--- src/rcp_map.vh ---
// Register offsets, field positions, reset values and timing counts for the reset cause block.
// Assumes a 100 MHz system clock and an APB slave with 32-bit data.
`ifndef RCP_MAP_VH
`define RCP_MAP_VH

// ************************************************************
// Register map
// ************************************************************
`define RCP_STATUS_ADDR 12'hff0
`define RCP_PGATE_ADDR 12'hf80
`define RCP_ADDR_W 12

// ************************************************************
// Fields
// ************************************************************
`define RCP_ST_POR 7
`define RCP_ST_STOP 6
`define RCP_ST_WDOG 5
`define RCP_ST_EXT 4
`define RCP_PG_BROWNOUT 4
`define RCP_PG_COMP 1
`define RCP_PG_RESET 8'h88
`define RCP_PG_WMASK 8'h12

// ************************************************************
// Timing
// ************************************************************
`define RCP_GLITCH_NS 12
`define RCP_CLK_NS 10
// Least width rounds up to whole cycles: 12 ns at 10 ns a cycle is two samples
`define RCP_GLITCH_CYC 2
`define RCP_BREAK_BITS 9
`define RCP_BIT_CYC 16'h0010

`endif
--- src/rcp_core.v ---
// Reset cause recorder, power mode control and peripheral power gating, with APB access.
// Assumes rstn is the power-on reset; other resets arrive as event inputs and leave it high.
//
// What this block does
// RQ1 - Low reset pin in stop gives system reset
// RQ2 - Filter ignores reset pin lows under 12 ns
// RQ3 - Nine low bit times on debug pin resets
// RQ4 - Framing error or collision also raises debug reset
// RQ5 - Stop-mode debug reset resets all but debugger, sets power-on flag
// RQ6 - Status is read-only; reads clear upper four flags
// RQ7 - Status shares FF0 with write-only watchdog control
// RQ8 - Each reset source sets its own single flag; here brownout and debugger resets all set the power-on flag
// RQ9 - GPIO recovery sets stop; watchdog recovery adds watchdog
// RQ10 - Watchdog time-out or recovery clears power-on flag
// RQ11 - Stop flag cleared by power-on or run-mode watchdog
// RQ12 - Watchdog flag set on time-out, cleared by pin recovery
// RQ13 - External flag set by pin reset, cleared by pin recovery
// RQ14 - Software reads status before clearing watchdog interrupt
// RQ15 - Stop and halt instructions enter their modes
// RQ16 - Stop halts oscillators, clock, CPU, counter; crystal pins to GPIO
// RQ17 - Stop keeps watchdog when enabled, brownout per option
// RQ18 - Halt keeps oscillator, clock, peripherals; CPU stops
// RQ19 - Halt exits on interrupt, watchdog, power-on, brownout, pin
// RQ20 - Gating register reset only by power-on
// RQ21 - Gating bit 4 disables brownout unless always-on
// RQ22 - Gating bit 1 disables comparator
// RQ23 - Clear-on-read acts after the read data returns
`include "rcp_map.vh"

module rcp_core (
  input wire clk_sys,
  input wire rstn,
  input wire psel,
  input wire penable,
  input wire pwrite,
  input wire [31:0] paddr,
  input wire [31:0] pwdata,
  output reg [31:0] prdata,
  output reg pready,
  output reg pslverr,
  input wire reset_pin_n,
  input wire debug_pin,
  input wire dbg_frame_stop_valid,
  input wire dbg_frame_stop_bit,
  input wire dbg_tx_active,
  input wire dbg_tx_bit,
  input wire debugger_cmd_reset,
  input wire brownout_reset,
  input wire wdog_timeout,
  input wire wdog_reset_mode,
  input wire wdog_enable,
  input wire gpio_recover,
  input wire irq_pending,
  input wire stop_instr,
  input wire halt_instr,
  input wire brownout_always_on_option,
  input wire brownout_stop_option,
  output reg [7:0] wdog_ctl_data,
  output reg wdog_ctl_we,
  output reg sys_reset_r,
  output reg dbg_keep_r,
  output reg stop_mode_r,
  output reg halt_mode_r,
  output reg osc_run_r,
  output reg sys_clk_en_r,
  output reg cpu_run_r,
  output reg xtal_pins_gpio_r,
  output reg wdog_run_r,
  output reg periph_run_r,
  output reg brownout_detector_disable,
  output reg comparator_disable
);

  // ************************************************************
  // State
  // ************************************************************
  localparam ST_RUN = 3'b001;
  localparam ST_HALT = 3'b010;
  localparam ST_STOP = 3'b100;

  reg [2:0] state_r;
  reg [2:0] state_nxt;
  reg [3:0] flags_r;
  reg [3:0] flags_nxt;
  reg [7:0] peripheral_power_gating;
  reg [7:0] prdata_nxt;
  wire pin_low;
  wire dbg_reset;
  wire in_stop;
  wire rd_status;
  wire wr_gate;
  wire apb_acc;
  wire addr_ok;
  wire stop_rst;
  wire pin_rst;
  wire any_sys_rst;

  rcp_glitch_filter u_filter (
    .clk_sys(clk_sys),
    .rstn(rstn),
    .pin_n(reset_pin_n),
    .low_seen_r(pin_low)
  );

  rcp_debug_watch u_dbg (
    .clk_sys(clk_sys),
    .rstn(rstn),
    .debug_pin(debug_pin),
    .frame_stop_valid(dbg_frame_stop_valid),
    .frame_stop_bit(dbg_frame_stop_bit),
    .tx_active(dbg_tx_active),
    .tx_bit(dbg_tx_bit),
    .dbg_reset_r(dbg_reset)
  );

  assign in_stop = (state_r == ST_STOP);
  assign apb_acc = psel && penable;
  assign addr_ok = (paddr[11:0] == `RCP_STATUS_ADDR) || (paddr[11:0] == `RCP_PGATE_ADDR);
  // Clear acts at the handover edge, after prdata has been captured
  assign rd_status = apb_acc && pready && !pwrite && paddr[11:0] == `RCP_STATUS_ADDR;
  assign wr_gate = apb_acc && pwrite && paddr[11:0] == `RCP_PGATE_ADDR;
  assign pin_rst = pin_low; // [RQ2]
  // Stop-mode debug reset is the only debug reset handled here
  assign stop_rst = in_stop && dbg_reset; // [RQ5]
  assign any_sys_rst = pin_rst | stop_rst | debugger_cmd_reset | brownout_reset
                       | (wdog_timeout & wdog_reset_mode & ~in_stop);

  // ************************************************************
  // Reset cause flags: POR, STOP, WDOG, EXTERNAL_RESET_FLAG
  // ************************************************************
  always @* begin
    flags_nxt = flags_r;
    // Clear first so any event in the same cycle wins
    if (rd_status) begin
      // Only what the read returned is cleared, so a flag set in between survives
      flags_nxt = flags_r & ~prdata[7:4]; // [RQ6] [RQ23]
    end
    if (pin_rst) begin
      flags_nxt = 4'b0001; // [RQ1] [RQ8] [RQ13]
    end else if (stop_rst || debugger_cmd_reset || brownout_reset) begin
      flags_nxt = 4'b1000; // [RQ5] [RQ8]
    end else if (in_stop && wdog_timeout) begin
      flags_nxt = 4'b0110; // [RQ9] [RQ10]
    end else if (in_stop && gpio_recover) begin
      flags_nxt = 4'b0100; // [RQ9] [RQ12] [RQ13]
    end else if (wdog_timeout) begin
      flags_nxt = 4'b0010; // [RQ8] [RQ10] [RQ11] [RQ12]
    end
  end

  // ************************************************************
  // Power mode state machine
  // ************************************************************
  always @* begin
    state_nxt = state_r;
    case (state_r)
      ST_RUN: begin
        if (stop_instr) begin
          state_nxt = ST_STOP; // [RQ15]
        end else if (halt_instr) begin
          state_nxt = ST_HALT; // [RQ15]
        end
      end
      ST_HALT: begin
        if (irq_pending || wdog_timeout || any_sys_rst) begin
          state_nxt = ST_RUN; // [RQ19]
        end
      end
      ST_STOP: begin
        if (wdog_timeout || gpio_recover || pin_rst || stop_rst) begin
          state_nxt = ST_RUN;
        end
      end
      default: begin
        state_nxt = ST_RUN;
      end
    endcase
  end

  always @* begin
    prdata_nxt = 8'h00;
    if (paddr[11:0] == `RCP_STATUS_ADDR) begin
      prdata_nxt = {flags_r, 4'h0}; // [RQ7]
    end else if (paddr[11:0] == `RCP_PGATE_ADDR) begin
      prdata_nxt = peripheral_power_gating;
    end
  end

  always @(posedge clk_sys or negedge rstn) begin
    if (!rstn) begin
      // Power-on reset: only the power-on flag stands afterwards
      flags_r <= 4'b1000; // [RQ8] [RQ11] [RQ12] [RQ13]
      peripheral_power_gating <= `RCP_PG_RESET; // [RQ20]
      state_r <= ST_RUN;
      prdata <= 32'h0000_0000;
      pready <= 1'b0;
      pslverr <= 1'b0;
      wdog_ctl_data <= 8'h00;
      wdog_ctl_we <= 1'b0;
      sys_reset_r <= 1'b0;
      dbg_keep_r <= 1'b0;
    end else begin
      flags_r <= flags_nxt;
      state_r <= any_sys_rst ? ST_RUN : state_nxt;
      // Other resets leave the gating register untouched
      if (wr_gate) begin
        peripheral_power_gating <= pwdata[7:0] & `RCP_PG_WMASK; // [RQ20]
      end
      // One-cycle wait state: pready rises in the second access cycle
      pready <= apb_acc && !pready;
      pslverr <= apb_acc && !pready && !addr_ok;
      if (apb_acc && !pready && !pwrite) begin
        prdata <= {24'h000000, prdata_nxt};
      end
      // Status address writes go to the watchdog control
      wdog_ctl_we <= apb_acc && !pready && pwrite && paddr[11:0] == `RCP_STATUS_ADDR; // [RQ7]
      if (apb_acc && pwrite) begin
        wdog_ctl_data <= pwdata[7:0];
      end
      sys_reset_r <= any_sys_rst; // [RQ1] [RQ5]
      dbg_keep_r <= stop_rst; // [RQ5]
    end
  end

  // ************************************************************
  // Clock and peripheral enables per mode, watchdog enable, options and gating bits
  // ************************************************************
  always @(posedge clk_sys or negedge rstn) begin
    if (!rstn) begin
      stop_mode_r <= 1'b0;
      halt_mode_r <= 1'b0;
      osc_run_r <= 1'b1;
      sys_clk_en_r <= 1'b1;
      cpu_run_r <= 1'b1;
      xtal_pins_gpio_r <= 1'b0;
      wdog_run_r <= 1'b0;
      periph_run_r <= 1'b1;
      brownout_detector_disable <= 1'b0;
      comparator_disable <= 1'b0;
    end else begin
      stop_mode_r <= (state_nxt == ST_STOP);
      halt_mode_r <= (state_nxt == ST_HALT);
      osc_run_r <= (state_nxt != ST_STOP); // [RQ16] [RQ18]
      sys_clk_en_r <= (state_nxt != ST_STOP); // [RQ16] [RQ18]
      cpu_run_r <= (state_nxt == ST_RUN); // [RQ16] [RQ18]
      xtal_pins_gpio_r <= (state_nxt == ST_STOP); // [RQ16]
      wdog_run_r <= wdog_enable; // [RQ17] [RQ18]
      periph_run_r <= (state_nxt != ST_STOP); // [RQ17] [RQ18]
      if (brownout_always_on_option) begin
        brownout_detector_disable <= (state_nxt == ST_STOP) && !brownout_stop_option; // [RQ17]
      end else begin
        brownout_detector_disable <= (state_nxt == ST_STOP)
                                     || peripheral_power_gating[`RCP_PG_BROWNOUT]; // [RQ21]
      end
      comparator_disable <= peripheral_power_gating[`RCP_PG_COMP]; // [RQ22]
    end
  end

endmodule // rcp_core

--- src/rcp_debug_watch.v ---
// Watches the debug pin for break, framing error and collision, giving a registered reset for each cycle one is seen.
// Assumes the debug pin is synchronous and a bit time is a fixed count of clocks.
`include "rcp_map.vh"

module rcp_debug_watch (
  input wire clk_sys,
  input wire rstn,
  input wire debug_pin,
  input wire frame_stop_valid,
  input wire frame_stop_bit,
  input wire tx_active,
  input wire tx_bit,
  output reg dbg_reset_r
);

  reg [15:0] bit_cnt_r;
  reg [3:0] low_bits_r;
  wire bit_tick;
  wire brk;
  wire coll;

  assign bit_tick = (bit_cnt_r == `RCP_BIT_CYC - 16'h0001);
  assign brk = bit_tick && !debug_pin && (low_bits_r == 4'd`RCP_BREAK_BITS - 4'd1);
  // Driving high while line reads low means the host is driving too
  assign coll = tx_active && tx_bit && !debug_pin;

  always @(posedge clk_sys or negedge rstn) begin
    if (!rstn) begin
      bit_cnt_r <= 16'h0000;
      low_bits_r <= 4'h0;
      dbg_reset_r <= 1'b0;
    end else begin
      bit_cnt_r <= bit_tick ? 16'h0000 : bit_cnt_r + 16'h0001;
      if (debug_pin) begin
        low_bits_r <= 4'h0;
      end else if (bit_tick && low_bits_r != 4'hf) begin
        low_bits_r <= low_bits_r + 4'h1;
      end
      dbg_reset_r <= brk | (frame_stop_valid & ~frame_stop_bit) | coll; // [RQ3] [RQ4]
    end
  end

endmodule // rcp_debug_watch

--- src/rcp_glitch_filter.v ---
// Glitch filter for the external reset pin: passes a low only after it stands long enough.
// Assumes the pin is already synchronous to clk_sys.
`include "rcp_map.vh"

module rcp_glitch_filter (
  input wire clk_sys,
  input wire rstn,
  input wire pin_n,
  output reg low_seen_r
);

  reg [3:0] cnt_r;

  always @(posedge clk_sys or negedge rstn) begin
    if (!rstn) begin
      cnt_r <= 4'h0;
      low_seen_r <= 1'b0;
    end else if (pin_n) begin
      cnt_r <= 4'h0;
      low_seen_r <= 1'b0;
    end else if (cnt_r < 4'd`RCP_GLITCH_CYC - 4'd1) begin
      cnt_r <= cnt_r + 4'h1;
    end else begin
      // Low stood on enough samples to be wider than the filter width
      low_seen_r <= 1'b1;
    end
  end

endmodule // rcp_glitch_filter

--- config.mk ---
export PLATFORM = sky130hd
export DESIGN_NAME = rcp_core
export DESIGN_NICKNAME = d
export VERILOG_FILES = /design/src/rcp_core.v /design/src/rcp_debug_watch.v /design/src/rcp_glitch_filter.v
export VERILOG_INCLUDE_DIRS = /design/src
export SDC_FILE = /design/constraint.sdc
export NUM_CORES = 1
export LEC_CHECK = 0
export ABC_AREA = 1
export BUFFER_PORTS_ARGS = -buffer_cell sky130_fd_sc_hd__clkbuf_2
export CAP_MARGIN = 20
export CORE_MARGIN = 2
export CORE_UTILIZATION = 48
export DETAILED_ROUTE_END_ITERATION = 10
export PLACE_DENSITY_LB_ADDON = 0.2
export SETUP_SLACK_MARGIN = 0.3
export SLEW_MARGIN = 20
export SYNTH_ARGS = -nofsm -noshare
export SYNTH_HDL_FRONTEND = slang
export SYNTH_SLANG_ARGS = --single-unit
--- constraint.sdc ---
create_clock -name clk_sys -period 1.65 [get_ports clk_sys]
set_input_delay 0.33 -clock clk_sys [delete_from_list [all_inputs] [get_ports clk_sys]]
set_output_delay 0.33 -clock clk_sys [all_outputs]
set_load 0.005 [all_outputs]
# After elaboration in Yosys (flattened, before gate mapping)

Cells that the tools add are included.

Bits in registers: 65
Input bits: 86
Output and inout port bits: 55
Word-level logic and storage cells: 111

Add/sub/neg operators: 3
Magnitude comparators: 1
Equal/unequal tests: 13
Multiplexer cells: 22
Bitwise operators: 13
Reductions and logical operators: 37

Operators with widths:

| kind                  | number |
|---|---|
| $mux 4                | 10 |
| $eq 12x12->1 const B  | 2 |
| $logic_and 1x1->1     | 20 |
| $add 16x1->16 const B | 1 |
| $eq 16x4->1 const B   | 1 |
| $mux 16               | 1 |
| $mux 8                | 2 |
| $mux 3                | 5 |
| $logic_or 1x1->1      | 9 |
| $pmux 3 s3            | 1 |
| $add 4x1->4 const B   | 2 |
| $eq 3x1->1 const B    | 2 |
| $eq 3x2->1 const B    | 2 |
| $eq 3x3->1 const B    | 2 |
| $or 1x1->1            | 6 |
| $reduce_bool 6->1     | 1 |
| $logic_not 1->1       | 5 |
| $and 4x4->4           | 1 |
| $eq 4x4->1 const B    | 1 |
| $lt 4x1->1 const B    | 1 |
| $ne 4x4->1 const B    | 1 |
| $not 4->4             | 1 |
| $reduce_bool 2->1     | 2 |
| $and 1x1->1           | 3 |
| 4 further kinds       | 7 |

# Logic depth before layout (Yosys ltp)

Gate-level depths: netlist of run 1.

Word-level depth: 12
Depth in mapped cells: 9
Mapped depth without buffers: 9

# Cells and area by module

From an unflattened synthesis of run 1, not the netlist that was laid out.

Cells, all modules: 402
Area total of the unflattened synthesis: 3314.4 um2

Modules (own cells, without submodules):

| module            | instances | cells each | area an instance (um2) | seq. area each (um2) |
|---|---|---|---|---|
| rcp_core          | 1         | 226        | 1900.6                 | 907.1 |
| rcp_debug_watch   | 1         | 150        | 1173.6                 | 525.5 |
| rcp_glitch_filter | 1         | 26         | 240.2                  | 125.1 |

# Least setup slack after synthesis of run 1

OpenSTA, ideal clock, no wires.

Kind: reg2reg
Start point: register u_dbg.bit_cnt_r[0]
End point: register u_dbg.bit_cnt_r[12]
Arrival time: 1.252 ns
Path slack: 0.277 ns
Cell stages (with the launch flop): 9
Clock period less this slack: 1.373 ns
Path through: dfrtp_1 ha_1 nand2_1 nor2_1 nand3_1 nor2_1 nand2_1 o211ai_1 inv_1

Longest elaborated chain between the ends: 2
Elaborated cells on any way between the ends: 3
Classes of those cells: add/sub (1); eq/ne (1); mux (1)

Ends and longest elaborated chain:

| what                                         | line                                       | RTL |
|---|---|---|
| start: declaration                           | rcp_debug_watch.v:16                       | `reg [15:0] bit_cnt_r;` |
| start signal: assignment                     | rcp_debug_watch.v:33                       | `bit_cnt_r <= bit_tick ? 16'h0000 : bit_cnt_r + 16'h0001;` |
| $add 16x1->16 or $eq 16x4->1 (tied branches) | rcp_debug_watch.v:33, rcp_debug_watch.v:22 |  |
| $mux 16 *                                    | rcp_debug_watch.v:33                       |  |

Every way passes the cells marked *; elsewhere a longest branch is shown, timed or not.
A chain may end at the register's enable or synchronous reset.

# Worst setup path in the final report of run 1

Start point: register u_dbg.bit_cnt_r[1]
End point: register u_dbg.bit_cnt_r[12]

Same word-level chain as after synthesis.

==> run summary, run 1 <==
==================================================================================
Number of global-route vias before repair                                    2,478
Post-synthesis instance area                                             3250 um^2
Number of buffers created by CTS                                                 9
Slew Viols, Final                                                                0
Maximum clock skew at final layout                                       0.0105 ns
Number of nets in the layout                                                   574
Number of violations of the max-capacitance limit                                0
Final RePlAce weighted congestion                                            0.836
Average routed wire per standard cell                                      11.1 um
Type of the tightest min-delay check                                  input port to register
Largest net degree at the start of global routing                               63
Initial antenna violation count                                                  0
Synth top area share                                                         43.9%
CTS sink count                                                                  62
Count of flip-flops with a built-in enable after synthesis                       0
Run status                                                            complete, no violations
Post-synth top flop                                                        dfrtp_1
Library cell with the largest summed area after synthesis                  dfrtp_1
Cell types with the largest area share after synthesis                dfrtp_1, nand2_1, buf_4
Mapped Cells                                                                   398
First-pass GRT wire length                                               10,300 um
PwrDens                                                                877 nW/um^2
Number of fill cells in the layout                                             567
Layout Cells excl Fill                                                         565
Clock transition at path regs                                              0.08 ns
CP Launch Type                                                            register
DPL Wire Length                                                            4550 um
All-Layer GR Usage                                                           17.6%
Sequential fraction of the synthesis area                                    48.0%
Number of input and output port buffers inserted                                70
DRC Markers                                                                      0
Detailed Route Iter0 Violations                                                168
Master cell of the clock root buffer                                      clkbuf_8
Worst-skew pair later-pin latency                                          0.34 ns
Minimum clock period after layout                                          1.35 ns
Data arrival time at the worst-slack endpoint                              1.58 ns
Setup TNS                                                                     0 ns
Number of antenna repair diodes                                                  0
Overall die height                                                         86.2 um
Synthesized area per cell                                                8.16 um^2
Die footprint                                                            7440 um^2
Signed area change from the synthesized netlist to the final layout          21.2%
Footprint of the flip-flops and latches                                  1560 um^2
H-tree lvl count                                                                 3
Vias after detailed routing                                                  2,694
Synth Register Bits                                                             62
Std cell rows                                                                   29
Iteration count of the initial detailed-routing pass                             4
Aggregate global routing overflow                                                0
Max FO, Critical Path                                                            5
Final hold vios                                                                  0
Final period utilization                                                     81.8%
Initial cell density of the core                                             50.3%
Wire length after detailed routing                                         6290 um
Maximum clock rate                                                         741 MHz
Final setup violation count                                                      0
Clock tree from TritonCTS                                                      yes
Async set-reset flop share out of synthesis                                   100%
Total power after layout                                                   3450 uW
Via-per-instance ratio                                                        4.77
Floorplan Core Area                                                      6460 um^2
Required arrival time at the worst endpoint                                1.88 ns
# IOs                                                                          141
Horizontal die dimension                                                   86.2 um
Fraction of final layout cells sized beyond drive strength 1                 26.8%
Peak supply drop                                                          0.516 mV
Post-DRT Antenna Nets                                                            0
Synthesis warning total                                                          0
CTS max path bufs                                                                2
Leakage                                                                 0.00217 uW
Number of distinct library cells after synthesis                                29
Count of placed standard cells including taps                                  543
RSZ-0062 raised after global routing                                          true
Area of combinational cells with multiple inputs                         1430 um^2
Type of the worst setup path                                          register to register
Endpoint type of the worst setup path                                     register
==================================================================================
## critical path, cell delays in order (launching register included)
cell and delay, ns:
dfrtp_1 0.41, ha_4 0.19, nand2_2 0.07, nor2_4 0.13, nand3_2 0.12, nor2_2 0.12
nand2_1 0.06, o211ai_1 0.07, inv_1 0.06
## routing by layer
metal / track usage, % / routed length [um]
met1: 21.4 / 2810
met2: 29.3 / 3040
met3: 3.90 / 326
met4: 9.09 / 112
met5: 0 / 0
## final cells by class
cell class / instances / area share (%)
clock inverters: 6 / 1.02
clock buffers: 10 / 3.24
multi-input cells: 268 / 36.3
flip-flops and latches: 62 / 39.6
well taps: 77 / 2.45
inverters: 64 / 6.17
repair buffers: 78 / 11.2
## cells in the mapped netlist (5+ instances only)
cell     instances
dfstp_2          5
nand3_1         30
nand4_1         15
ha_1             5
nand2_1         96
xor2_1          13
inv_2            6
o21ai_0         11
buf_4           29
a21oi_1          5
dfrtp_1         57
nor3_1           7
inv_1           58
nor2_1          37
## cell families (layout without fill, tap and decap cells)
logic type	after synthesis	in the layout	synth area share, %
AO/OA/AOI/OAI	21	21	3.55
XOR/XNOR	14	14	3.78
other	1	26	0.115
adder cells (fa/ha/maj)	5	5	1.93
buffers and inverters	93	158	14.1
AND/OR/NAND/NOR	202	202	28.6
flip-flops	62	62	48.0
## cells in the final DEF, fill, tap and decap left out, drive strengths merged, types with 2 or more instances in the layout
cell type  netlist  layout
a21oi            5       5
buf             29       7
clkbuf           0      80
clkinv           0       2
clkinvlp         0       4
conb             1      26
dfrtp           57      57
dfstp            5       5
ha               5       5
inv             64      64
nand2           97      97
nand3           34      34
nand3b           2       2
nand4           15      15
nor2            40      40
nor3             9       9
nor3b            3       3
o21ai           11      11
o31ai            2       2
xor2            13      13
## report_power, final
| part | switching, uW | leakage, uW | internal [uW] |
|---|---|---|---|
| Sequential | 74.0 | 0.000812 | 1660 |
| Clock | 602 | 0.0000743 | 538 |
| Combinational | 328 | 0.00129 | 248 |
| Total | 1000 | 0.00217 | 2450 |
## through the flow
step / hold WS (ns) / cell area [um^2] / util, % / worst slack, ns
6_report: 0.0885 / 3930 / 60.9 / 0.300
3_3_place_gp: 0.368 / 3600 / 55.7 / 0.233
3_5_place_dp: 0.372 / 3600 / 55.7 / 0.200
5_1_grt: 0.0726 / 3930 / 60.9 / 0.220
4_1_cts: 0.0725 / 3840 / 59.4 / 0.283
2_1_floorplan: 0.0344 / 3340 / - / 0.301
## path summary, 6_finish.rpt
path | from | endpoint | slack, ns | cells after the start
worst min-delay path | wdog_enable | wdog_run_r | 0.09 | 1
worst max register to register | u_dbg.bit_cnt_r[1] | u_dbg.bit_cnt_r[12] | 0.30 | 8
min in group asynchronous | rstn | wdog_ctl_data[2] | 0.52 | 3
worst min register to register | peripheral_power_gating[1] | comparator_disable | 0.42 | 0
max in group asynchronous | rstn | state_r[0] | 0.81 | 3
worst max-delay path | u_dbg.bit_cnt_r[1] | u_dbg.bit_cnt_r[12] | 0.30 | 8
## state kept, by name, indices dropped and copies added (netlist names), 3 cells and up
register and cells:
u_dbg.low_bits_r 4, wdog_ctl_data 8, state_r 3, u_dbg.bit_cnt_r 16
flags_r 4, u_filter.cnt_r 4, peripheral_power_gating 3, prdata 6
## repair_timing
action / in CTS / in global routing
hold buffers: 1 / 0
buffers inserted: 3 / 2
hold endpoints to repair: 13 / 0
endpoints found under the setup margin: 12 / 16
pin swaps: 3 / 12
gates resized for setup: 9 / 17
Note: power is estimated with default switching activity, not from simulation.
==> inputs of run 2 (changes only) <==
Clock period 1.65 ns to 1.3 ns, I/O delays scaled along.
==> run 2 against run 1 <==
  * The run now ends with setup timing left
  * Clock power is 35% higher
  * Critical path type unchanged
  * Wire length up 22%
  * Critical path depth unchanged
  * Final cell count rose by 8.0%
  * Cell area rose by 18%
  * Highest routed layer unchanged
  * Sequential cell count unchanged
  * Die area did not move
  * Global-route usage rose by 2.9 points
  * First-iteration DRC count is 48% lower
  * Fmax grew 3.1%
  * Sequential power increased by 28%
  * Largest power group unchanged
==> run summary, run 2 (same netlist as run 1, synthesis figures left out) <==
==================================================================================
Required arrival time at the worst endpoint                                1.53 ns
Leading cell types in the layout, fill and taps excluded              nand2_1, clkbuf_2, dfrtp_1
Endpoint type of the worst setup path                                     register
Type of the tightest min-delay check                                  input port to register
Max incr delay on CP                                                       0.40 ns
DRC Markers                                                                      0
Minimum clock period after layout                                          1.31 ns
Detailed Route Iter0 Violations                                                 87
Final setup violation count                                                      3
Final RePlAce weighted congestion                                            0.824
# IOs                                                                          141
Iteration count of the initial detailed-routing pass                             4
Vias after detailed routing                                                  2,973
Fraction of final layout cells sized beyond drive strength 1                 44.7%
Number of buffers created by CTS                                                 9
Std cell rows                                                                   29
Run status                                                            complete, but fails checks
Logic pwr share                                                              22.1%
CP Launch Type                                                            register
Number of global-route vias before repair                                    2,711
Peak supply drop                                                          0.798 mV
Maximum clock skew at final layout                                      0.00868 ns
Proportion of total power due to net switching                               29.4%
Slowest cell on crit path                                                  dfrtp_1
H-tree lvl count                                                                 3
Leakage                                                                 0.00257 uW
Clock transition at path regs                                              0.07 ns
Number of flip-flops under the largest register name                            16
Wire length after detailed routing                                         7700 um
Worst setup slack after layout                                         -0.00949 ns
Number of antenna repair diodes                                                  0
Final hold vios                                                                  0
Type of the worst setup path                                          register to register
All-Layer GR Usage                                                           20.5%
Post-route design area                                                   4650 um^2
Post-Route Utilization                                                       72.0%
Largest net degree at the start of global routing                               40
Most flops, register                                                  u_dbg.bit_cnt_r
Slew Viols, Final                                                                0
Worst path most repeated cell                                               nor2_4
Number of nets in the layout                                                   619
Floorplan Core Area                                                      6460 um^2
Horizontal die dimension                                                   86.2 um
Total power after layout                                                   4820 uW
Switching Power                                                            1420 uW
Maximum clock rate                                                         764 MHz
PwrDens                                                               1040 nW/um^2
Largest delay contributor family on the critical path                 simple AND/OR/NAND/NOR gates
Clock tree from TritonCTS                                                      yes
Internal power                                                             3410 uW
Violated checks                                                       setup timing
Total cell area at the placement stage                                   3790 um^2
Die footprint                                                            7440 um^2
Max FO, Critical Path                                                            3
Worst path buffer plus inverter count                                            1
Initial cell density of the core                                             50.3%
First-pass GRT wire length                                               11,900 um
Part of the total power dissipated in the clock network                      32.0%
CTS sink count                                                                  62
Initial antenna violation count                                                  0
Leading cell type in the layout, fill and taps excluded                    nand2_1
Top flop regs                                                         u_dbg.bit_cnt_r x16, wdog_ctl_data x8, prdata x6
Master cell of the clock root buffer                                      clkbuf_8
Average routed wire per standard cell                                      12.6 um
DPL Wire Length                                                            4920 um
Signed area change from the synthesized netlist to the final layout          43.3%
Data arrival time at the worst-slack endpoint                              1.54 ns
Worst-skew pair later-pin latency                                          0.34 ns
Overall die height                                                         86.2 um
Post-DRT Antenna Nets                                                            0
Sequential group share of total power                                        46.0%
Number of input and output port buffers inserted                                70
RSZ-0062 raised after global routing                                          true
Via-per-instance ratio                                                        4.87
Aggregate global routing overflow                                                0
Final period utilization                                                      101%
Critical-path cell list                                               ha_4, nand2_2, nor2_4, nand3_4, nor2_4, nand2_1, o211ai_1, inv_1
Number of violations of the max-capacitance limit                                0
CTS max path bufs                                                                2
==================================================================================
run 2: cell count changes in the layout (fill, tap and decap cells not counted), moves of 9 or more:
cell     delta
buf_4      +34
nand2_1    -18
buf_6      +12
nand2_2    +12
nand3_1    -11
nor2_1     -11
inv_1       -9
run 2: through the flow:
stage                     instances  worst slack (ns)  hold slack (ns)   TNS, ns
after floorplan                 423          -0.00761          -0.0356  -0.00761
after global placement          558           -0.0256            0.158   -0.0519
after detailed placement        558           -0.0959            0.161    -0.180
after CTS                       600          -0.00162           0.0153  -0.00162
after global routing            610           -0.0889           0.0113    -0.753
final                           610          -0.00949           0.0255   -0.0156
run 2: area by class of cell:
| class | instances | area [um^2] |
|---|---|---|
| Fill cell | 488 | 1810 |
| Tap cell | 77 | 96.3 |
| Clock inverter | 3 | 20.0 |
| Multi-Input combinational cell | 268 | 1750 |
| Clock buffer | 13 | 159 |
| Sequential cell | 62 | 1560 |
| Inverter | 64 | 253 |
| Timing Repair Buffer | 123 | 812 |
run 2: worst paths after layout:
kind	start	cells after the start	endpoint	slack, ns
max reg2reg	u_dbg.bit_cnt_r[0]	8	u_dbg.bit_cnt_r[12]	-0.009
min in group asynchronous	rstn	2	wdog_ctl_data[0]	0.34
min reg2reg	peripheral_power_gating[1]	0	comparator_disable	0.43
max	u_dbg.bit_cnt_r[0]	8	u_dbg.bit_cnt_r[12]	-0.009
max in group asynchronous	rstn	3	state_r[0]	0.39
min	wdog_enable	1	wdog_run_r	0.03
run 2: power groups by stage:
| stage | clock network [uW] | logic [uW] | registers (uW) |
|---|---|---|---|
| 6_report | 1540 | 1060 | 2220 |
| 5_1_grt | 1650 | 1180 | 2230 |
| 4_1_cts | 1570 | 965 | 2210 |
| 3_5_place_dp | 0 | 676 | 2240 |
| 3_3_place_gp | 0 | 658 | 2230 |
| 2_1_floorplan | 0 | 449 | 2230 |
run 2: routing by layer:
layer  part of all wire (%)  vias up  wire [um]  global-route usage [%]
li1                       -     1469          -                       -
met1                     42     1411       3200                    23.8
met2                     52       82       4000                    36.9
met3                    4.8       11        370                    4.67
met4                    1.7        0        129                    7.81
met5                      0        -          0                       0
run 2: timing repair:
item | 4_1_cts | 5_1_grt
setup endpoints to repair | 70 | 73
buffers inserted | 25 | 10
hold buffers | 1 | 0
hold endpoints to repair | 9 | 0
pin swaps | 30 | 34
resized for setup | 71 | 50
